`src/design/jtdr_pkg.sv`:
```
// jtdr_pkg: constants shared by the scan test data register block
// assumes: a three-bit instruction from the neighbouring tap controller
package jtdr_pkg;

    // =====================================================================
    // instruction codes
    localparam int        JTDR_IR_W       = 3;
    localparam logic [2:0] JTDR_IR_EXTEST = 3'h0;
    localparam logic [2:0] JTDR_IR_IDENT  = 3'h1;
    localparam logic [2:0] JTDR_IR_SAMPLE = 3'h2;
    localparam logic [2:0] JTDR_IR_CLAMP  = 3'h3;
    localparam logic [2:0] JTDR_IR_HIGHZ  = 3'h4;
    localparam logic [2:0] JTDR_IR_BYPASS = 3'h7;

    // =====================================================================
    // identification layout
    localparam int JTDR_ID_W      = 32;
    localparam int JTDR_REV_W     = 4;
    localparam int JTDR_PART_W    = 16;
    localparam int JTDR_MFR_W     = 11;
    localparam int JTDR_ID_REQ_POS = 0;
    localparam logic JTDR_ID_REQ  = 1'b1;

    // =====================================================================
    // reset values and synchroniser depth
    localparam logic JTDR_BYP_CAPTURE = 1'b0;
    localparam logic JTDR_TDO_RESET   = 1'b0;
    localparam int   JTDR_SYNC_STAGES = 3;

    // data register selected onto the serial path
    typedef enum logic [1:0] {
        JTDR_SEL_BYP,
        JTDR_SEL_BSR,
        JTDR_SEL_ID
    } jtdr_sel_t;

endpackage

```
`src/design/jtdr_core.sv`:
```
// jtdr_core: bypass, boundary and identification test data registers
// assumes: scan clock and serial input come from pins; tap state and
// instruction come from the tap controller on clk
// Function
// - bypass register is one single stage
// - bypass, clamp, highz route through bypass
// - boundary register: shift chain plus parallel latch
// - identification: 32-bit shift plus latched output
// - identification selected on ident and reset
// - id holds revision, part, maker, one
// - three-bit instruction codes choose the register
// - id loads on capture rising edge
// - selected register shifts; others hold
// - highz floats every digital output
`timescale 1ns/100ps
module jtdr_core
    import jtdr_pkg::*;
#(
    parameter int               BSR_W    = 8,
    parameter logic [3:0]       ID_REV   = 4'h1,    // arbitrary value
    parameter logic [15:0]      ID_PART  = 16'h00A5, // arbitrary value
    parameter logic [10:0]      ID_MFR   = 11'h055  // arbitrary value
) (
    // clock and reset
    input  wire logic             clk,
    input  wire logic             rst,
    // scan pins
    input  wire logic             scan_clock,
    input  wire logic             scan_serial_in,
    output logic                  scan_serial_out,
    // tap controller state and instruction
    input  wire logic             tap_test_reset,
    input  wire logic             tap_capture_dr,
    input  wire logic             tap_shift_dr,
    input  wire logic             tap_update_dr,
    input  wire logic [2:0]       cur_instr,
    // digital pins of the device
    input  wire logic [BSR_W-1:0] pin_in,
    input  wire logic [BSR_W-1:0] core_out,
    input  wire logic [BSR_W-1:0] core_oe,
    output logic      [BSR_W-1:0] pin_out,
    output logic      [BSR_W-1:0] pin_oe
);

    // =====================================================================
    // pin synchronisers and edge finding
    logic [JTDR_SYNC_STAGES-1:0] clk_sync;
    logic [JTDR_SYNC_STAGES-1:0] tdi_sync;
    logic                        clk_level;
    logic                        sc_rise;
    logic                        sc_fall;
    logic                        tdi;

    // three stages; only the second and third are looked at
    always_ff @(posedge clk or posedge rst) begin
        if (rst) begin
            clk_sync <= '0;
            tdi_sync <= '0;
        end else begin
            clk_sync <= {clk_sync[JTDR_SYNC_STAGES-2:0], scan_clock};
            tdi_sync <= {tdi_sync[JTDR_SYNC_STAGES-2:0], scan_serial_in};
        end
    end

    // accepted scan clock level, changes when stages two and three agree
    always_ff @(posedge clk or posedge rst) begin
        if (rst) begin
            clk_level <= 1'b0;
        end else if (clk_sync[1] == clk_sync[2]) begin
            clk_level <= clk_sync[2];
        end
    end

    assign sc_rise = (clk_sync[1] == clk_sync[2]) && clk_sync[2] && !clk_level;
    assign sc_fall = (clk_sync[1] == clk_sync[2]) && !clk_sync[2] && clk_level;

    // accepted serial input level, same agreement rule as the clock
    always_ff @(posedge clk or posedge rst) begin
        if (rst) begin
            tdi <= 1'h0;
        end else if (tdi_sync[1] == tdi_sync[2]) begin
            tdi <= tdi_sync[2];
        end
    end

    // digital pin levels pass the same three stages before capture
    logic [BSR_W-1:0] pin_s1;
    logic [BSR_W-1:0] pin_s2;
    logic [BSR_W-1:0] pin_s3;
    logic [BSR_W-1:0] pin_level;

    always_ff @(posedge clk or posedge rst) begin
        if (rst) begin
            pin_s1 <= '0;
            pin_s2 <= '0;
            pin_s3 <= '0;
        end else begin
            pin_s1 <= pin_in;
            pin_s2 <= pin_s1;
            pin_s3 <= pin_s2;
        end
    end

    // each bit takes its new level only where stages two and three agree
    always_ff @(posedge clk or posedge rst) begin
        if (rst) begin
            pin_level <= '0;
        end else begin
            pin_level <= (pin_s3 & ~(pin_s2 ^ pin_s3)) | (pin_level & (pin_s2 ^ pin_s3));
        end
    end

    // =====================================================================
    // register selection
    jtdr_sel_t sel;

    always_comb begin
        if (tap_test_reset) begin
            sel = JTDR_SEL_ID;
        end else begin
            case (cur_instr)
                JTDR_IR_EXTEST, JTDR_IR_SAMPLE: sel = JTDR_SEL_BSR;
                JTDR_IR_IDENT:                  sel = JTDR_SEL_ID;
                JTDR_IR_BYPASS, JTDR_IR_CLAMP, JTDR_IR_HIGHZ: sel = JTDR_SEL_BYP;
                default:                        sel = JTDR_SEL_BYP;
            endcase
        end
    end

    // step strobes for each register
    logic cap_bsr, cap_id, sh_bsr, sh_id, up_bsr, up_id;
    assign cap_bsr = sc_rise && tap_capture_dr && sel == JTDR_SEL_BSR;
    assign cap_id  = sc_rise && tap_capture_dr && sel == JTDR_SEL_ID;
    assign sh_bsr  = sc_rise && tap_shift_dr && sel == JTDR_SEL_BSR;
    assign sh_id   = sc_rise && tap_shift_dr && sel == JTDR_SEL_ID;
    assign up_bsr  = sc_fall && tap_update_dr && sel == JTDR_SEL_BSR;
    assign up_id   = sc_fall && tap_update_dr && sel == JTDR_SEL_ID;

    // =====================================================================
    // bypass stage
    logic bypass;

    // single stage, shifts only when selected
    always_ff @(posedge clk or posedge rst) begin
        if (rst) begin
            bypass <= JTDR_BYP_CAPTURE;
        end else if (sc_rise && sel == JTDR_SEL_BYP) begin
            if (tap_capture_dr) begin
                bypass <= JTDR_BYP_CAPTURE;
            end else if (tap_shift_dr) begin
                bypass <= tdi;
            end
        end
    end

    // =====================================================================
    // boundary and identification registers
    logic [BSR_W-1:0]     bsr_shift, bsr_par;
    logic [JTDR_ID_W-1:0] id_shift, id_par, id_value;

    assign id_value = {ID_REV, ID_PART, ID_MFR, JTDR_ID_REQ};

    // boundary chain samples the pins on capture
    jtdr_shift_latch #(.W(BSR_W)) u_bsr (
        .clk        (clk),
        .rst        (rst),
        .capture_en (cap_bsr),
        .shift_en   (sh_bsr),
        .update_en  (up_bsr),
        .cap_data   (pin_level),
        .ser_in     (tdi),
        .shift_q    (bsr_shift),
        .par_q      (bsr_par)
    );

    // identification loads its value on capture
    jtdr_shift_latch #(.W(JTDR_ID_W)) u_id (
        .clk        (clk),
        .rst        (rst),
        .capture_en (cap_id),
        .shift_en   (sh_id),
        .update_en  (up_id),
        .cap_data   (id_value),
        .ser_in     (tdi),
        .shift_q    (id_shift),
        .par_q      (id_par)
    );

    // =====================================================================
    // serial output, changes on the falling scan clock edge
    logic next_tdo;
    always_comb begin
        case (sel)
            JTDR_SEL_BSR: next_tdo = bsr_shift[0];
            JTDR_SEL_ID:  next_tdo = id_shift[0];
            default:      next_tdo = bypass;
        endcase
    end

    // output follows the selected register end stage
    always_ff @(posedge clk or posedge rst) begin
        if (rst) begin
            scan_serial_out <= JTDR_TDO_RESET;
        end else if (sc_fall) begin
            scan_serial_out <= next_tdo;
        end
    end

    // =====================================================================
    // digital pin drive
    // highz floats all outputs; extest and clamp drive latch
    always_ff @(posedge clk or posedge rst) begin
        if (rst) begin
            pin_out <= '0;
            pin_oe  <= '0;
        end else if (cur_instr == JTDR_IR_HIGHZ && !tap_test_reset) begin
            pin_out <= '0;
            pin_oe  <= '0;
        end else if ((cur_instr == JTDR_IR_EXTEST || cur_instr == JTDR_IR_CLAMP) && !tap_test_reset) begin
            pin_out <= bsr_par;
            pin_oe  <= '1;
        end else begin
            pin_out <= core_out;
            pin_oe  <= core_oe;
        end
    end
endmodule

```
`src/design/jtdr_shift_latch.sv`:
```
// jtdr_shift_latch: capture/shift stage with a separately latched parallel output
// assumes: one-cycle enables, shift moves toward bit 0
`timescale 1ns/100ps
module jtdr_shift_latch #(
    parameter int W = 8
) (
    // clock and reset
    input  wire logic         clk,
    input  wire logic         rst,
    // controls
    input  wire logic         capture_en,
    input  wire logic         shift_en,
    input  wire logic         update_en,
    // data
    input  wire logic [W-1:0] cap_data,
    input  wire logic         ser_in,
    output logic      [W-1:0] shift_q,
    output logic      [W-1:0] par_q
);

    // shift path: parallel load on capture, one stage per shift
    always_ff @(posedge clk or posedge rst) begin
        if (rst) begin
            shift_q <= '0;
        end else if (capture_en) begin
            shift_q <= cap_data;
        end else if (shift_en) begin
            shift_q <= {ser_in, shift_q[W-1:1]};
        end
    end

    // parallel latch keeps outputs steady while shifting
    always_ff @(posedge clk or posedge rst) begin
        if (rst) begin
            par_q <= '0;
        end else if (update_en) begin
            par_q <= shift_q;
        end
    end

endmodule

```
`config.mk`:
```
export PLATFORM = sky130hd
export DESIGN_NAME = jtdr_core
export DESIGN_NICKNAME = d
export VERILOG_FILES = /design/src/design/jtdr_pkg.sv /design/src/design/jtdr_core.sv /design/src/design/jtdr_shift_latch.sv
export SDC_FILE = /design/constraint.sdc
export NUM_CORES = 1
export LEC_CHECK = 0
export BUFFER_PORTS_ARGS = -buffer_cell sky130_fd_sc_hd__clkbuf_2
export CORE_UTILIZATION = 51
export DETAILED_ROUTE_END_ITERATION = 10
export MAX_ROUTING_LAYER = met4
export PLACE_DENSITY = 0.78
export SLEW_MARGIN = 20
export SYNTH_ARGS = -nofsm -noshare
export SYNTH_HDL_FRONTEND = slang
export SYNTH_SLANG_ARGS = --single-unit
export TNS_END_PERCENT = 10
```
`constraint.sdc`:
```
create_clock -name clk -period 2.9 [get_ports clk]
set_clock_uncertainty 0.05 [all_clocks]
set_input_delay 0 -clock clk [delete_from_list [all_inputs] [get_ports clk]]
set_output_delay 0 -clock clk [all_outputs]
set_load 0.02 [all_outputs]
```
==> flow_summary.yaml, run 1 <==
critical_path:
  r2r-start: "clk_sync[1]"
  critPathKind: "flop to flop"
  critPathMaxFanout: 32
  endpoint_kind: "flop"
  worst_r2r_path_depth: 4
  r2r_slack_ps: 1110
  crit_required_ps: 3090
  crit_path_start_kind: "flop"
  crit_arrival_ps: 1980
  rr_endpoint: "u_id.shift_q[13]"
layout:
  final_area_sq_um: 4920
  num_antenna_cells: 0
  synthToLayoutAreaGrowth_pct: 20.7
  utilization: 0.637
  nNetsFinal: 412
  fin_cells: 479
  final_common_cell: "dfrtp_1"
  mostFrequentLayoutCells: "106 x dfrtp_1, 51 x clkbuf_2, 43 x mux2_2"
  layout-drive-gt1-share: 0.321
timing:
  fin_setup_tns_ps: 0
  slew_headroom: 0.472
  maxSlewViolCount: 0
  layout_worst_path_cycle_share: 0.616
  worst_pin_slew_ps: 792
  layout_setup_ws_ps: 1110
  hold_viol_final: 0
  setup_violations: 0
  max_freq_mhz: 560
  grt_setup_unrepaired: "false"
  period_minus_slack_ps: 1790
global_route:
  antenna_found_initial: 0
  grt-ovfl-total: 0
  grt_pass1_wl_mm: 10.7
  grt_pass1_vias: 2389
  grt_max_degree: 67
  grt_usage: 0.169
floorplanning:
  dieArea_sq_um: 8360
  die_h_um: 91.5
  core-area_sq_um: 7730
  ios: 52
  rows: 32
  die_w_um: 91.5
  start_util: 0.528
power:
  comb_power_share: 0.130
  p_leak_nw: 2.49
  switchingPower_uw: 765
  peakVddDrop_mv: 0.292
  internal_power_mw: 2.49
  sw_frac_of_total: 0.235
  power_frac_seq: 0.539
  power_density_nw_per_um2: 661
  p_clk_frac: 0.331
logic_synthesis:
  postSynthAreaPerCell_sq_um: 14.0
  synth.cell_area_sq_um: 4080
  synth_top_flop_cell: "dfrtp_1"
  synth.distinct_cells: 36
  syn_inst: 292
  synth_seq_area_share: 0.650
  ys_top_cells_by_area: "dfrtp_1 65%, mux2_2 12%, mux2i_1 2.7%"
  synth_top_area_cell: "dfrtp_1"
  synth.net_count: 332
  synth_edf_count: 0
  synth-seq-cells: 106
  synth.top_cell.area_share: 0.650
  ys_warn_count: 0
  synthArstFlopShare: 1.00
cts:
  htreeDepth: 3
  cts_buffers: 9
  worstSkewPairLatency_ps: 370
  clock_path_buffers: 2
  root_buffer: "clkbuf_8"
  cts_tree: "done"
  cts_sinks: 106
  cts_resized: 0
  clk_pin_slew_ps: 100
place:
  io_buffers: 51
  dpl_cell_area_sq_um: 4390
  dp.cells: 435
  place_ws_ps: 1040
  place.gp.congestion: 0.698
  hpwl_mm: 3.81
route:
  drt_wl_total_mm: 6.07
  first_pass_iters: 4
  via_per_inst: 4.82
  drc: 0
  drtIter0Drc: 71
  routed-via-count: 2311
  antenna_left: 0
  wl_per_cell_um: 12.7
run:
  cap_violations: 0
worst_hold_path:
  min_path_cells: 4
  hp-class: "primary input to flop"
  hold_start: "tap_test_reset"
  hold_end: "pin_out[5]"
status:
  outcome: "finished clean"
[what timing repair did]
item | CTS | global route
endpoints found under the setup margin | 0 | 0
buffers inserted | 0 | 0
hold endpoints to repair | 92 | 0
hold buffers | 28 | 0
[power groups by stage]
| stage | logic (mW) | clock network (mW) | registers, mW |
|---|---|---|---|
| finish | 0.422 | 1.08 | 1.75 |
| global route | 0.479 | 1.17 | 1.78 |
| CTS | 0.431 | 1.10 | 1.76 |
| detailed placement | 0.397 | 0 | 1.78 |
| global placement | 0.380 | 0 | 1.78 |
| floorplan | 0.280 | 0 | 1.79 |
[routing by layer]
| metal | share of wire | up-vias | wire length, um | GRT usage |
|---|---|---|---|---|
| met2 | 0.48 | 52 | 2900 | 0.266 |
| met5 | 0 | - | 0 | - |
| met3 | 0.032 | 10 | 193 | 0.0302 |
| li1 | - | 1125 | - | - |
| met1 | 0.47 | 1124 | 2850 | 0.214 |
| met4 | 0.021 | 0 | 127 | 0.0794 |
[metrics by stage]
stage               hold slack, ps  power [mW]
floorplan                    -18.6        2.07
global placement              59.4        2.16
detailed placement            59.6        2.18
CTS                           5.09        3.29
global route                  25.2        3.43
finish                        16.1        3.25
[cell families after synthesis]
family | share of synthesized area
xor gates and xnor gates | 0.00399
and+or+nand+nor | 0.0874
DFF | 0.650
buffers and inverters | 0.0392
muxes | 0.146
AOI/OAI and AO/OA | 0.0365
adders and majority gates | 0.0374
[worst max path at each step]
stage	endpoint	from	cells after the start	slack (ps)
floorplan	asynchronous set/reset pin	rst	1	60
global placement	u_bsr.par_q[0]	cur_instr[0]	7	1080
detailed placement	u_bsr.par_q[5]	cur_instr[0]	7	1040
CTS	u_id.shift_q[13]	clk_sync[1]	4	1100
global route	u_id.shift_q[13]	clk_sync[1]	4	1050
finish	u_id.shift_q[13]	clk_sync[1]	4	1110
[Yosys cell counts, types with 2 or more instances]
cell / count
buf_4: 4
nand3_1: 8
inv_1: 16
ha_1: 5
maj3_1: 9
nand2_1: 11
buf_2: 3
mux2i_1: 11
o21a_1: 8
o21ai_0: 10
nor2_1: 20
nor2b_1: 15
o21ai_2: 2
mux2_2: 43
dfrtp_1: 106
[flip-flops by register name, summed over array words and instances (netlist names), 3 cells and up, named ones only]
name	flops
u_bsr.par_q	8
pin_s2	8
pin_oe	8
tdi_sync	3
pin_s1	8
pin_out	8
clk_sync	3
u_id.shift_q	32
u_bsr.shift_q	8
pin_s3	8
[area by class of cell]
cell class	instances	area, sq um
clock buffer	10	138
clock inverter	6	113
fill	573	2800
inverter	16	62.6
multi-input combinational	158	1270
sequential	106	2650
tap	102	128
timing repair buffer	81	563
[critical path, stage by stage, from the launching register on]
cell      delay, ps
dfrtp_1         400
ha_1            210
and2b_1         200
nand3b_4        400
mux2_2          400
No activity file was read; power rests on OpenSTA's default activity.
==> run 2, diff against run 1 <==
ABC_AREA = 1   (was default)
PLACE_DENSITY = 0.79   (was 0.78)
clock period = 1.5 ns   (was 2.9 ns; I/O delays follow)
==> flow_summary.yaml, run 2 <==
place:
  place.gp.congestion: 0.765
  io_buffers: 51
  place_ws_ps: -16.7
  hpwl_mm: 4.62
  dp.cells: 574
  dpl_cell_area_sq_um: 4490
critical_path:
  crit_required_ps: 1700
  crit_chain: "ha_1, inv_1, nor2_4, nand3_4, buf_4, nand2_1, nand2_1"
  crit_arrival_ps: 1630
  critPathKind: "flop to flop"
  crit_path_start_kind: "flop"
  critical_path.slowest_cell: "dfrtp_1"
  critPathMaxFanout: 15
  endpoint_kind: "flop"
  critPathMostFrequentCell: "nand2_1"
  max_stage_delay_ps: 390
logic_synthesis:
  synth_top_area_cell: "dfrtp_1"
  synth-seq-cells: 106
  synth_edf_count: 0
  synthArstFlopShare: 1.00
  synth.cell_area_sq_um: 4010
  synth.net_count: 460
  synth.distinct_cells: 18
  synth_commonest_cells: "166 x nand2_1, 106 x dfrtp_1, 51 x nor2_1"
  postSynthAreaPerCell_sq_um: 9.55
  synth_seq_area_share: 0.661
  yosysMostFrequentCell: "nand2_1"
  ys_warn_count: 0
  synth_top_flop_cell: "dfrtp_1"
  syn_inst: 420
  synth.top_cell.area_share: 0.661
  ys_top_cells_by_area: "dfrtp_1 66%, nand2_1 16%, nor2_1 4.8%"
timing:
  max_freq_mhz: 700
  fin_setup_tns_ps: 0
  worst_pin_slew_ps: 516
  period_minus_slack_ps: 1430
  layout_setup_ws_ps: 71.8
  slew_headroom: 0.656
  setup_violations: 0
  hold_viol_final: 0
  layout_worst_path_cycle_share: 0.952
  maxSlewViolCount: 0
  finalHoldWorstSlack_ps: 40.1
  grt_setup_unrepaired: "true"
global_route:
  grt_pass1_vias: 2729
  grt-ovfl-total: 0
  grt_pass1_wl_mm: 11.9
  grt_usage: 0.189
  grt_max_degree: 74
  antenna_found_initial: 0
cts:
  worstSkewPairLatency_ps: 370
  cts_sinks: 106
  cts_tree: "done"
  clk_pin_slew_ps: 110
  clock_path_buffers: 2
  cts_buffers: 9
  htreeDepth: 3
  root_buffer: "clkbuf_8"
route:
  wl_per_cell_um: 11.2
  drc: 0
  antenna_left: 0
  routed-via-count: 2866
  first_pass_iters: 4
  via_per_inst: 4.64
  drt_wl_total_mm: 6.92
  drtIter0Drc: 165
layout:
  utilization: 0.675
  synthToLayoutAreaGrowth_pct: 24.7
  final_common_cell: "nand2_1"
  nNetsFinal: 554
  fin_cells: 618
  final_area_sq_um: 5000
  largest_register_ffs: 32
  num_antenna_cells: 0
  mostFrequentLayoutCells: "166 x nand2_1, 106 x dfrtp_1, 51 x nor2_1, 51 x clkbuf_2, 37 x inv_1"
  layout-drive-gt1-share: 0.175
  regMostFlops: "u_id.shift_q"
power:
  peakVddDrop_mv: 0.633
  p_leak_nw: 2.70
  p_total_mw: 5.52
  power_density_nw_per_um2: 1100
floorplanning:
  start_util: 0.541
  die_w_um: 90.7
  die_h_um: 90.7
  dieArea_sq_um: 8220
  ios: 52
  rows: 31
  core-area_sq_um: 7410
run:
  cap_violations: 0
worst_hold_path:
  hp-class: "primary input to asynchronous set/reset pin"
status:
  outcome: "finished clean"
## run 2: worst max-delay path, delay by kind of cell, from the launching register on
family	cells	cell delay [ps]
buf+inv	2	270
flops	1	390
simple gates	4	450
fa+ha+maj	1	150
## run 2: path summary, 6_finish.rpt
| kind | startpoint | end | slack, ps | depth (start not counted) |
|---|---|---|---|---|
| max | clk_sync[1] | u_id.shift_q[12] | 70 | 7 |
| min | rst | pin_s1[0] | 40 | 3 |
| max reg2reg | clk_sync[1] | u_id.shift_q[12] | 70 | 7 |
| min reg2reg | pin_s1[6] | pin_s2[6] | 310 | 0 |
| max in group asynchronous | rst | u_id.shift_q[8] | 740 | 4 |
| min in group clk | tap_update_dr | u_bsr.par_q[2] | 50 | 6 |
## run 2: cell families (layout without fill, tap and decap cells)
kind of cell    Yosys count  count (layout)  synth area share
compound gates           16              16            0.0206
fa+ha+maj                14              14            0.0381
flops                   106             106             0.661
simple gates            236             236             0.233
buf+inv                  48             147            0.0471
## run 2: routing by layer
metal  up-vias  wire, um  part of all wire  GRT usage
met5         -         0                 0          -
met4         0       112             0.016     0.0793
met3        11       287             0.041     0.0337
met2        68      3220              0.46      0.302
met1      1328      3310              0.48      0.239
li1       1459         -                 -          -
## run 2: repair_timing
action	4_1_cts	5_1_grt
pin swaps	0	1
hold endpoints to repair	132	0
cloned	0	0
setup endpoints to repair	3	27
setup buffers	0	1
hold buffers	27	0
gates resized for setup	2	2
## run 2: where the power goes
| group | internal [mW] | total (mW) | switching, mW | leakage [nW] |
|---|---|---|---|---|
| Clock | 0.806 | 1.82 | 1.01 | 0.105 |
| Sequential | 3.05 | 3.15 | 0.0947 | 1.31 |
| Combinational | 0.234 | 0.555 | 0.321 | 1.29 |
| Total | 4.09 | 5.52 | 1.43 | 2.70 |
## run 2: cell type report
type	instances	area (sq um)
fill	561	2410
timing repair buffer	91	673
sequential	106	2650
tap	99	124
clock buffer	9	124
clock inverter	7	87.6
inverter	40	155
multi-input combinational	266	1180
==> run 3, diff against run 2 <==
PLACE_DENSITY = default   (was 0.79)
PLACE_DENSITY_LB_ADDON = 0.12   (was default)
==> flow_summary.yaml, run 3 (synthesis gave the netlist of run 2 again) <==
global_route:
  grt-ovfl-total: 0
  antenna_found_initial: 0
  grt_usage: 0.198
  grt_pass1_wl_mm: 12.4
  grt_pass1_vias: 2912
  grt_max_degree: 43
floorplanning:
  die_w_um: 90.7
  start_util: 0.541
  dieArea_sq_um: 8220
  ios: 52
  rows: 31
  core-area_sq_um: 7410
  die_h_um: 90.7
place:
  dp.cells: 576
  io_buffers: 51
  place_ws_ps: -52.2
  dpl_cell_area_sq_um: 4520
  hpwl_mm: 4.43
  place.gp.congestion: 0.726
route:
  drc: 0
  via_per_inst: 4.59
  routed-via-count: 2850
  first_pass_iters: 4
  antenna_left: 0
  drt_wl_total_mm: 7.06
  wl_per_cell_um: 11.4
  drtIter0Drc: 138
layout:
  fin_cells: 621
  final_common_cell: "nand2_1"
  multiInputGateArea_sq_um: 1210
  final_area_sq_um: 5070
  nNetsFinal: 557
  fill_cells: 582
  layout-drive-gt1-share: 0.178
  num_antenna_cells: 0
  regMostFlops: "u_id.shift_q"
  synthToLayoutAreaGrowth_pct: 26.5
  mostFrequentLayoutCells: "166 x nand2_1, 106 x dfrtp_1, 51 x clkbuf_2"
  seq_area_sq_um: 2650
  largest_register_ffs: 32
critical_path:
  r2r-start: "clk_sync[1]"
  rr_endpoint: "u_id.shift_q[27]"
  critPathKind: "flop to flop"
  cp_num_cells: 8
  r2r_slack_ps: 100
  crit_required_ps: 1750
  critPathMaxFanout: 21
  crit_buf_inv: 2
  crit_start: "clk_sync[1]"
  crit_path_start_kind: "flop"
  critical_path.slowest_cell: "dfrtp_1"
  max_stage_delay_ps: 380
  crit_end: "u_id.shift_q[27]"
  crit_chain: "ha_1, inv_1, nor2_4, nand3_4, nor2_4, buf_12, nand2_1, nand2_1"
  worst_r2r_path_depth: 8
  endpoint_kind: "flop"
  crit_arrival_ps: 1650
  critPathTopFamily: "simple AND/OR/NAND/NOR gates"
power:
  p_leak_nw: 2.73
  peakVddDrop_mv: 0.689
  power_density_nw_per_um2: 1110
  p_total_mw: 5.65
cts:
  htreeDepth: 3
  cts_sinks: 106
  root_buffer: "clkbuf_8"
  clock_path_buffers: 2
  cts_buffers: 9
  postCtsSetupBuffers: 0
  cts_tree: "done"
  worstSkewPairLatency_ps: 360
  clk_pin_slew_ps: 100
timing:
  worst_pin_slew_ps: 304
  grt_setup_unrepaired: "true"
  layout_worst_path_cycle_share: 0.936
  period_minus_slack_ps: 1400
  fin_setup_tns_ps: 0
  slew_headroom: 0.797
  hold_viol_final: 0
  max_freq_mhz: 712
  layout_setup_ws_ps: 96.3
  setup_violations: 0
  maxSlewViolCount: 0
run:
  cap_violations: 0
worst_hold_path:
  hp-class: "primary input to asynchronous set/reset pin"
status:
  outcome: "finished clean"
-- run 3: area by class of cell --
class | instances | area share
Clock buffer | 11 | 0.0279
Clock inverter | 5 | 0.0170
Inverter | 40 | 0.0303
Multi-Input combinational cell | 267 | 0.239
Sequential cell | 106 | 0.523
Tap cell | 99 | 0.0244
Timing Repair Buffer | 93 | 0.139
-- run 3: repair_timing --
action                     in CTS  in global routing
hold endpoints to repair      137                  0
pin swaps                       0                  0
resized for setup               1                  6
setup endpoints to repair       8                 44
gates cloned                    0                  1
hold buffers                   28                  0
-- run 3: per-stage QoR --
| stage | utilization | hold WS, ps |
|---|---|---|
| floorplan | - | -18.6 |
| global placement | 0.610 | -89.3 |
| detailed placement | 0.610 | -86.1 |
| CTS | 0.680 | 56.3 |
| global route | 0.685 | 88.8 |
| finish | 0.685 | 78.9 |
-- run 3: worst min-delay path by stage --
stage,from,endpoint
2_1_floorplan,scan_clock,clk_sync[0]
3_3_place_gp,rst,pin_s1[7]
3_5_place_dp,rst,pin_s1[7]
4_1_cts,rst,pin_s1[7]
5_1_grt,rst,pin_s1[6]
6_report,rst,pin_s1[7]
-- run 3: where the power goes --
group / internal, mW / total [mW] / switching (mW)
logic: 0.252 / 0.585 / 0.333
clock network: 0.998 / 1.93 / 0.932
registers: 3.05 / 3.14 / 0.0880
-- run 3: worst min-delay path: stages --
cell	delay, ps
dlygate4sd3_1	540
clkbuf_2	120
clkinvlp_4	220
-- run 3: metal layers --
metal | GRT usage | part of all wire | wire length (um) | vias to the layer above
li1 | - | - | - | 1461
met1 | 0.238 | 0.48 | 3380 | 1309
met3 | 0.0362 | 0.041 | 289 | 10
met4 | 0.0954 | 0.018 | 125 | 0
met5 | - | 0 | 0 | -
met2 | 0.322 | 0.46 | 3260 | 70
